## src/fcs_pkg.sv

```systemverilog
// constants of the flash command decoder and configuration block
package fcs_pkg;
  localparam logic [15:0] ADDR_CMD = 16'hF220;
  localparam logic [15:0] ADDR_CFG1 = 16'hF221;
  localparam logic [15:0] ADDR_CFG2 = 16'hF222;
  localparam logic [15:0] ADDR_STATUS = 16'hF240;
  localparam logic [15:0] ADDR_FLAG = 16'hF241;
  localparam logic [15:0] CMD_RESET_VAL = 16'h0000;
  localparam logic [15:0] CFG1_RESET = 16'h40C0;
  localparam int CFG_MODE_BIT = 15;
  localparam int CFG_LAT_LSB = 12;
  localparam int CFG_LEN_LSB = 9;
  localparam int CFG_ECC_BIT = 8;
  localparam int CFG_SPOL_BIT = 7;
  localparam int CFG_IPOL_BIT = 6;
  localparam int CFG_OE_BIT = 5;
  localparam int CFG_SCONF_BIT = 4;
  localparam int ST_ONGO_BIT = 15;
  localparam int ST_ERR_BIT = 10;
  localparam int ST_SUS_BIT = 9;
  localparam int ST_RSTB_BIT = 7;
  localparam int FLAG_BIT = 15;
  localparam logic FLAG_RESET = 1'b1;
  localparam logic [15:0] CMD_LOAD_MAIN = 16'h0000;
  localparam logic [15:0] CMD_LOAD_SPARE = 16'h0013;
  localparam logic [15:0] CMD_PROG_MAIN = 16'h0080;
  localparam logic [15:0] CMD_PROG_SPARE = 16'h001A;
  localparam logic [15:0] CMD_COPY_BACK = 16'h001B;
  localparam logic [15:0] CMD_UNLOCK = 16'h0023;
  localparam logic [15:0] CMD_LOCK = 16'h002A;
  localparam logic [15:0] CMD_LOCK_TIGHT = 16'h002C;
  localparam logic [15:0] CMD_ERASE_VERIFY = 16'h0071;
  localparam logic [15:0] CMD_ERASE_BLOCK = 16'h0094;
  localparam logic [15:0] CMD_ERASE_MULTI = 16'h0095;
  localparam logic [15:0] CMD_SUSPEND = 16'h00B0;
  localparam logic [15:0] CMD_RESUME = 16'h0030;
  localparam logic [15:0] CMD_OTP = 16'h0065;
  localparam logic [15:0] CMD_RESET_CORE = 16'h00F0;
  localparam logic [15:0] CMD_RESET_HOT = 16'h00F3;
  localparam int CLK_PERIOD_NS = 8;
  localparam int OP_TIME_NS = 2000;
  localparam int LOCK_TIME_NS = 200;
  localparam int RST_TIME_NS = 400;
  localparam logic [15:0] OP_CYCLES = 16'((OP_TIME_NS + CLK_PERIOD_NS - 1) / CLK_PERIOD_NS);
  localparam logic [15:0] LOCK_CYCLES = 16'((LOCK_TIME_NS + CLK_PERIOD_NS - 1) / CLK_PERIOD_NS);
  localparam logic [15:0] RST_CYCLES = 16'((RST_TIME_NS + CLK_PERIOD_NS - 1) / CLK_PERIOD_NS);
  typedef enum logic [2:0] {
    ST_IDLE = 3'b001,
    ST_BUSY_RST_OK = 3'b010,
    ST_BUSY_LOCKED = 3'b100
  } fcs_state_t;
endpackage

```

## src/fcs_top.sv

```systemverilog
// flash command decoder, system configuration and ready/interrupt pins
//
// The address-and-strobe port was chosen for this implementation.
`timescale 1ns/100ps
`default_nettype none
module fcs_top
  import fcs_pkg::*;
(
  input wire logic clk_sys_in,
  input wire logic rst_in,
  input wire logic [15:0] addr_in,
  input wire logic [15:0] wdata_in,
  input wire logic wr_in,
  input wire logic rd_in,
  output logic [15:0] rdata_out,
  input wire logic op_fail_in,
  input wire logic warm_reset_pin_n_in,
  input wire logic burst_clk_in,
  input wire logic burst_req_in,
  output logic burst_valid_out,
  output logic read_mode_select_out,
  output logic ecc_bypass_out,
  output logic irq_pin_out,
  output logic irq_pin_oe_out,
  output logic strobe_pin_out,
  output logic strobe_pin_oe_out
);
  typedef struct packed {
    fcs_state_t state;
    logic [15:0] cmd;
    logic read_mode_select;
    logic [2:0] burst_latency;
    logic [2:0] burst_length_sel;
    logic ecc_bypass;
    logic strobe_polarity, irq_pin_polarity, pin_output_enable, strobe_conf;
    logic flag, err, sus, rstb, erase_op, array_op;
    logic [15:0] op_cnt, saved_cnt;
    logic wr_s1, wr_s2, bc_s1, bc_s2, bc_d, rq_s1, rq_s2;
    logic [6:0] beat;
    logic valid, irq_pin, strobe_pin;
    logic [15:0] rdata;
  } fcs_regs_t;

  fcs_regs_t s, next_s;
  logic cmd_wr, busy, op_done, strobe;
  logic [6:0] lat, len, thr;
  // unsupported latency codes (below 3) fall back to four cycles
  function automatic logic [6:0] latency_cycles(input logic [2:0] code);
    latency_cycles = (code < 3'h3) ? 7'h04 : {4'h0, code};
  endfunction

  // zero means continuous; reserved codes are treated as continuous
  function automatic logic [6:0] burst_words(input logic [2:0] code);
    unique case (code)
      3'h1: burst_words = 7'h04;
      3'h2: burst_words = 7'h08;
      3'h3: burst_words = 7'h10;
      3'h4: burst_words = 7'h20;
      default: burst_words = 7'h00;
    endcase
  endfunction

  function automatic logic code_known(input logic [15:0] c);
    unique case (c)
      CMD_LOAD_MAIN, CMD_LOAD_SPARE, CMD_PROG_MAIN, CMD_PROG_SPARE, CMD_COPY_BACK,
      CMD_UNLOCK, CMD_LOCK, CMD_LOCK_TIGHT, CMD_ERASE_VERIFY, CMD_ERASE_BLOCK,
      CMD_ERASE_MULTI, CMD_OTP, CMD_RESET_CORE, CMD_RESET_HOT: code_known = 1'b1;
      default: code_known = 1'b0;
    endcase
  endfunction

  assign cmd_wr = wr_in && (addr_in == ADDR_CMD);
  assign busy = (s.state != ST_IDLE);
  assign op_done = busy && (s.op_cnt == 16'h0001);
  assign lat = latency_cycles(s.burst_latency);
  assign len = burst_words(s.burst_length_sel);
  // strobe window leads the data window by one link clock beat unless configured
  assign thr = s.strobe_conf ? lat : lat - 7'h01;
  assign strobe = !s.read_mode_select ||
                  (s.rq_s2 && (s.beat >= thr) && ((len == 7'h00) || (s.beat < thr + len)));

  always_comb begin
    logic req_rst;
    logic req_hot;
    next_s = s;
    req_rst = 1'b0;
    req_hot = 1'b0;
    next_s.wr_s1 = warm_reset_pin_n_in;
    next_s.wr_s2 = s.wr_s1;
    next_s.bc_s1 = burst_clk_in;
    next_s.bc_s2 = s.bc_s1;
    next_s.bc_d = s.bc_s2;
    next_s.rq_s1 = burst_req_in;
    next_s.rq_s2 = s.rq_s1;
    if (wr_in && addr_in == ADDR_FLAG) begin
      next_s.flag = wdata_in[FLAG_BIT];
    end
    if (wr_in && addr_in == ADDR_CFG1) begin
      next_s.read_mode_select = wdata_in[CFG_MODE_BIT];
      next_s.burst_latency = wdata_in[CFG_LAT_LSB +: 3];
      next_s.burst_length_sel = wdata_in[CFG_LEN_LSB +: 3];
      next_s.ecc_bypass = wdata_in[CFG_ECC_BIT];
      next_s.strobe_polarity = wdata_in[CFG_SPOL_BIT];
      next_s.irq_pin_polarity = wdata_in[CFG_IPOL_BIT];
      next_s.pin_output_enable = wdata_in[CFG_OE_BIT];
      next_s.strobe_conf = wdata_in[CFG_SCONF_BIT];
    end
    if (cmd_wr) begin
      next_s.cmd = wdata_in;
    end
    if (busy) begin
      next_s.op_cnt = s.op_cnt - 16'h0001;
    end
    unique case (s.state)
      ST_IDLE: begin
        if (cmd_wr) begin
          next_s.err = 1'b0;
          case (wdata_in)
            CMD_LOAD_MAIN, CMD_LOAD_SPARE, CMD_PROG_MAIN, CMD_PROG_SPARE,
            CMD_COPY_BACK, CMD_ERASE_VERIFY, CMD_OTP: begin
              next_s.state = ST_BUSY_RST_OK;
              next_s.op_cnt = OP_CYCLES;
              next_s.erase_op = 1'b0;
              next_s.array_op = 1'b1;
            end
            CMD_ERASE_BLOCK, CMD_ERASE_MULTI: begin
              next_s.state = ST_BUSY_RST_OK;
              next_s.op_cnt = OP_CYCLES;
              next_s.erase_op = 1'b1;
              next_s.array_op = 1'b1;
              next_s.sus = 1'b0;
            end
            CMD_UNLOCK, CMD_LOCK, CMD_LOCK_TIGHT: begin
              next_s.state = ST_BUSY_LOCKED;
              next_s.op_cnt = LOCK_CYCLES;
              next_s.array_op = 1'b0;
            end
            CMD_RESET_CORE: req_rst = 1'b1;
            CMD_RESET_HOT: req_hot = 1'b1;
            default: begin
              if (wdata_in == CMD_RESUME && s.sus) begin
                next_s.state = ST_BUSY_RST_OK;
                next_s.op_cnt = s.saved_cnt;
                next_s.erase_op = 1'b1;
                next_s.array_op = 1'b1;
                next_s.sus = 1'b0;
              end else begin
                // invalid code finishes at once with error
                next_s.err = 1'b1;
                next_s.flag = 1'b1;
              end
            end
          endcase
        end
      end
      ST_BUSY_RST_OK: begin
        // only reset codes, plus suspend of an erase
        if (cmd_wr && wdata_in == CMD_RESET_CORE) begin
          req_rst = 1'b1;
        end else if (cmd_wr && wdata_in == CMD_RESET_HOT) begin
          req_hot = 1'b1;
        end else if (cmd_wr && wdata_in == CMD_SUSPEND && s.erase_op) begin
          next_s.saved_cnt = s.op_cnt;
          next_s.sus = 1'b1;
          next_s.erase_op = 1'b0;
          next_s.array_op = 1'b0;
          next_s.state = ST_BUSY_LOCKED;
          next_s.op_cnt = LOCK_CYCLES;
        end else if (op_done) begin
          next_s.state = ST_IDLE;
          next_s.flag = 1'b1;
          next_s.err = op_fail_in;
          next_s.erase_op = 1'b0;
        end
      end
      ST_BUSY_LOCKED: begin
        if (op_done) begin
          next_s.state = ST_IDLE;
          next_s.flag = 1'b1;
          next_s.err = s.array_op & op_fail_in;
          next_s.rstb = 1'b0;
        end
      end
    endcase
    // warm reset pin is level sensitive and held while low
    if (!s.wr_s2) begin
      req_hot = 1'b1;
    end
    if (req_hot) begin
      // hot reset restores defaults, keeps output enable
      next_s.read_mode_select = CFG1_RESET[CFG_MODE_BIT];
      next_s.burst_latency = CFG1_RESET[CFG_LAT_LSB +: 3];
      next_s.burst_length_sel = CFG1_RESET[CFG_LEN_LSB +: 3];
      next_s.ecc_bypass = CFG1_RESET[CFG_ECC_BIT];
      next_s.strobe_polarity = CFG1_RESET[CFG_SPOL_BIT];
      next_s.irq_pin_polarity = CFG1_RESET[CFG_IPOL_BIT];
      next_s.strobe_conf = CFG1_RESET[CFG_SCONF_BIT];
      next_s.cmd = CMD_RESET_VAL;
      next_s.err = 1'b0;
    end
    if (req_rst || req_hot) begin
      // reset runs as a busy operation taking no command
      next_s.state = ST_BUSY_LOCKED;
      next_s.op_cnt = RST_CYCLES;
      next_s.rstb = 1'b1;
      next_s.sus = 1'b0;
      next_s.erase_op = 1'b0;
      next_s.array_op = 1'b0;
      next_s.flag = 1'b0;
    end
    // beats counted on rising link clock edges after the request
    if (!s.rq_s2 || !s.read_mode_select) begin
      next_s.beat = 7'h00;
    end else if (s.bc_s2 && !s.bc_d && s.beat != 7'h7F) begin
      next_s.beat = s.beat + 7'h01;
    end
    // data window closes after the burst length
    next_s.valid = s.read_mode_select && s.rq_s2 && (s.beat >= lat) &&
                   ((len == 7'h00) || (s.beat < lat + len));
    next_s.strobe_pin = s.strobe_polarity ? strobe : !strobe;
    // interrupt pin follows or inverts the flag
    next_s.irq_pin = s.irq_pin_polarity ? s.flag : !s.flag;
    next_s.rdata = 16'h0000;
    if (rd_in) begin
      unique case (addr_in)
        ADDR_CMD: next_s.rdata = s.cmd;
        // protect bit and reserved bits read zero
        ADDR_CFG1: next_s.rdata = {s.read_mode_select, s.burst_latency, s.burst_length_sel,
                                   s.ecc_bypass, s.strobe_polarity, s.irq_pin_polarity,
                                   s.pin_output_enable, s.strobe_conf, 4'h0};
        ADDR_STATUS: begin
          next_s.rdata[ST_ONGO_BIT] = busy;
          next_s.rdata[ST_ERR_BIT] = s.err;
          next_s.rdata[ST_SUS_BIT] = s.sus;
          next_s.rdata[ST_RSTB_BIT] = s.rstb;
        end
        ADDR_FLAG: next_s.rdata[FLAG_BIT] = s.flag;
        default: next_s.rdata = 16'h0000;
      endcase
    end
  end
  always_ff @(posedge clk_sys_in) begin
    if (rst_in) begin
      s <= '0;
      s.state <= ST_IDLE;
      s.cmd <= CMD_RESET_VAL;
      s.burst_latency <= CFG1_RESET[CFG_LAT_LSB +: 3];
      s.strobe_polarity <= CFG1_RESET[CFG_SPOL_BIT];
      s.irq_pin_polarity <= CFG1_RESET[CFG_IPOL_BIT];
      s.flag <= FLAG_RESET;
      s.wr_s1 <= 1'b1;
      s.wr_s2 <= 1'b1;
    end else begin
      s <= next_s;
    end
  end

  assign rdata_out = s.rdata;
  assign burst_valid_out = s.valid;
  assign read_mode_select_out = s.read_mode_select;
  assign ecc_bypass_out = s.ecc_bypass;
  assign irq_pin_out = s.irq_pin;
  assign strobe_pin_out = s.strobe_pin;
  assign irq_pin_oe_out = s.pin_output_enable;
  assign strobe_pin_oe_out = s.pin_output_enable;
endmodule
`default_nettype wire

```

## config.mk

```make
export PLATFORM = sky130hd
export DESIGN_NAME = fcs_top
export DESIGN_NICKNAME = d
export VERILOG_FILES = /design/src/fcs_pkg.sv /design/src/fcs_top.sv
export SDC_FILE = /design/constraint.sdc
export NUM_CORES = 1
export LEC_CHECK = 0
export ABC_AREA = 1
export BUFFER_PORTS_ARGS = -buffer_cell sky130_fd_sc_hd__buf_2
export CAP_MARGIN = 40
export CORE_UTILIZATION = 25
export DETAILED_ROUTE_END_ITERATION = 10
export PLACE_DENSITY = 0.44
export SLEW_MARGIN = 20
export SYNTH_ARGS = -nofsm -noshare
export SYNTH_HDL_FRONTEND = slang
export SYNTH_SLANG_ARGS = --single-unit
export TNS_END_PERCENT = 50
```

## constraint.sdc

```tcl
create_clock -name clk_sys_in -period 4.01 [get_ports clk_sys_in]
set_input_delay 0.2005 -clock clk_sys_in [delete_from_list [all_inputs] [get_ports clk_sys_in]]
set_output_delay 0.2005 -clock clk_sys_in [all_outputs]
set_load 0.005 [all_outputs]
```

==> results.ini <==
[place]
post-place-ws_ps = 783
dpl.cell_count = 1246
dpl.hpwl_mm = 13.3
routabilityCongestion = 0.828
port_buffers = 62
dpl-instance-area_um2 = 6540

[synth]
yosysMostFrequentCell = nand2_1
syn_area_um2 = 6000
synth_area_leaders = dfxtp_1 (34%), nand2_1 (12%), a21oi_1 (8.1%)
synth_ff_type = dfxtp_1
synth-edff-count = 0
synth.avg_cell_area_um2 = 6.73
yosysWarnings = 0
ys_types = 41
ys_ff_latch = 102
synth_area_leader_cell = dfxtp_1
synthArstFlopShare = 0
yosys.area.top_type_share = 0.340
ys_seq_area_frac = 0.340
synthTopCellsByCount = nand2_1 (199), dfxtp_1 (102), inv_1 (100), a21oi_1 (97), nor2_1 (96)
netlist_instances = 891

[final_layout]
areaGrowthSynthToFinish_pct = 14.1
fin_cells = 1262
antennaDiodeCount = 0
utilization = 0.292
drive_gt1_frac = 0.135
final_area_um2 = 6850
nets = 1009

[power_and_ir_drop]
swShare = 0.284
intPower_mw = 1.54
leakage_nw = 3.00
seqPwrFrac = 0.481
fin_total_pwr_mw = 2.15
powerDensity_nw_per_um2 = 314
combPwrFrac = 0.088
clockPowerShare = 0.431
max-vdd-ir-drop_mv = 0.160
switching_power_mw = 0.610

[setup_path]
startpoint_type = flop
worstPathRequired_ps = 4270
crit_start = s[81]$_SDFFE_PP1P_
critPathSlowestCell = fa_1
path_common_cell = a21oi_1
ff2ff_setup_slack_ps = 750
critical_path_class = reg -> reg
cp_cell_sequence = inv_1 > a21oi_1 > inv_1 > ha_1 > nand2_1 > xnor2_1 > inv_1 > ha_1 > fa_1 > nand2_1 > nand2_1 > a21oi_1 > ha_1 > a21oi_1 > o21ai_0 > o21bai_1 > nand3_1 > a21oi_1 > nor2_1
r2r-start = s[81]$_SDFFE_PP1P_
crit_path_end_kind = flop
rr_endpoint = strobe_pin_out$_SDFF_PP0_
slowest_delay_ps = 410
arrival_ps = 3510
cp_max_fo = 4
rr_worst_depth = 19

[routing]
drtIter0Drc = 380
drc_errors = 0
num_vias = 5698
firstDrtPassIters = 5
routed_wl_mm = 17.9
ant_nets = 0
avgViaCountPerCell = 4.52
wire_per_inst_um = 14.1

[sta]
timing.final.crit_share = 0.812
rsz0062_at_grt = no
fmax_ghz = 0.307
slew_violations = 0
final_hold_viol_count = 0
setup_viol_count_final = 0
period_needed_ps = 3260
worst_slack_ps = 753
slew_headroom = 0.449
finClkSkew_ps = 13.0
fin_setup_tns_ps = 0
hold_ws_ps = 33.8
tightest_slew_ps = 820

[die]
io_pins = 63
num_rows = 56
dieArea_um2 = 24600
core_area_um2 = 23500
die_w_um = 157
die_height_um = 157
initial_core_util = 0.256

[hold_path]
worstHoldPathCells = 2
min_to = next_s[31]$_SDFF_PP1_
min_from = warm_reset_pin_n_in
hold_path.class = in -> reg

[grt]
overflow = 0
track_usage = 0.151
antenna_found_initial = 0
grt_start_max_net_pins = 26
grt_pass1_wl_mm = 28.6
grt_pass1_vias = 5473

[clocking]
path_clk_slew_ps = 80
cts_tree = yes
htreeDepth = 3
cts.repair.resized = 0
hold_buffers = 0
clockBufferDepth = 2
cts_root_buffer = clkbuf_16
clkSinkCount = 102
worstSkewPairLatency_ps = 370
post-cts-setup-buffer-count = 0
cts_buffers = 9

[run]
drv_cap = 0

[run_status]
status = finished clean

## cell families (layout without fill, tap and decap cells)
kind of cell | count (synthesis) | in the layout | share of synthesized area
buffers and inverters | 156 | 201 | 0.114
other | 2 | 9 | 0.00125
xor gates and xnor gates | 14 | 14 | 0.0204
and+or+nand+nor | 423 | 423 | 0.315
AOI/OAI and AO/OA | 163 | 163 | 0.143
adders and majority gates | 31 | 31 | 0.0659
DFF | 102 | 102 | 0.340
## routing by layer
metal	global-route usage	routed length, um	up-vias
li1	-	-	2971
met1	0.190	8650	2588
met2	0.260	8250	118
met3	0.0201	551	21
met4	0.0546	397	0
met5	0	0	-
## worst max-delay path, delay by kind of cell, from the launching register on
kind            cells  cell delay, ps
simple gates        5             370
buf+inv             3             220
fa+ha+maj           4            1100
xor+xnor            1             140
compound gates      6             950
flops               1             390
## how the worst max path moves through the flow
stage | end | slack, ps | cells past startpoint
after floorplan | strobe_pin_out$_SDFF_PP0_ | 1090 | 19
after global placement | strobe_pin_out$_SDFF_PP0_ | 890 | 19
after detailed placement | strobe_pin_out$_SDFF_PP0_ | 780 | 19
after CTS | strobe_pin_out$_SDFF_PP0_ | 750 | 19
after global routing | strobe_pin_out$_SDFF_PP0_ | 460 | 19
final | strobe_pin_out$_SDFF_PP0_ | 750 | 19
## registers in the layout (all words and copies together), names as in the netlist
| register | cells |
|---|---|
| burst_valid_out | 1 |
| ecc_bypass_out | 1 |
| irq_pin_oe_out | 1 |
| irq_pin_out | 1 |
| next_s | 4 |
| rdata_out | 16 |
| read_mode_select_out | 1 |
| s | 76 |
| strobe_pin_out | 1 |
## placed cells by master (no fill, tap or decap), types with 6 or more instances in the layout
master     Yosys  layout
nand2_1      199     199
dfxtp_1      102     102
inv_1        100     100
a21oi_1       97      97
nor2_1        96      96
buf_2         10      62
nand3_1       53      53
o21ai_0       44      44
ha_1          30      30
nand4_1       26      26
nor3_1        16      16
inv_2         16      16
conb_1         2       9
clkbuf_16      0       9
xor2_1         8       8
nor2_2         7       7
xnor2_1        6       6
buf_4         19       6
## cell type report
cell class,instances,area [um2]
fill,2629,16600
multi-input combinational,640,3300
sequential,102,2040
inverter,117,439
tap,319,399
timing repair buffer,68,355
clock buffer,9,225
clock inverter,7,86.3
## power groups by stage
stage	clock network, mW	registers (mW)	logic (mW)
after floorplan	0	1.06	0.121
after global placement	0	1.06	0.191
after detailed placement	0	1.06	0.190
after CTS	0.970	1.03	0.191
after global routing	0.989	1.04	0.217
final	0.927	1.03	0.189
Note: power is estimated with default switching activity, not from simulation.
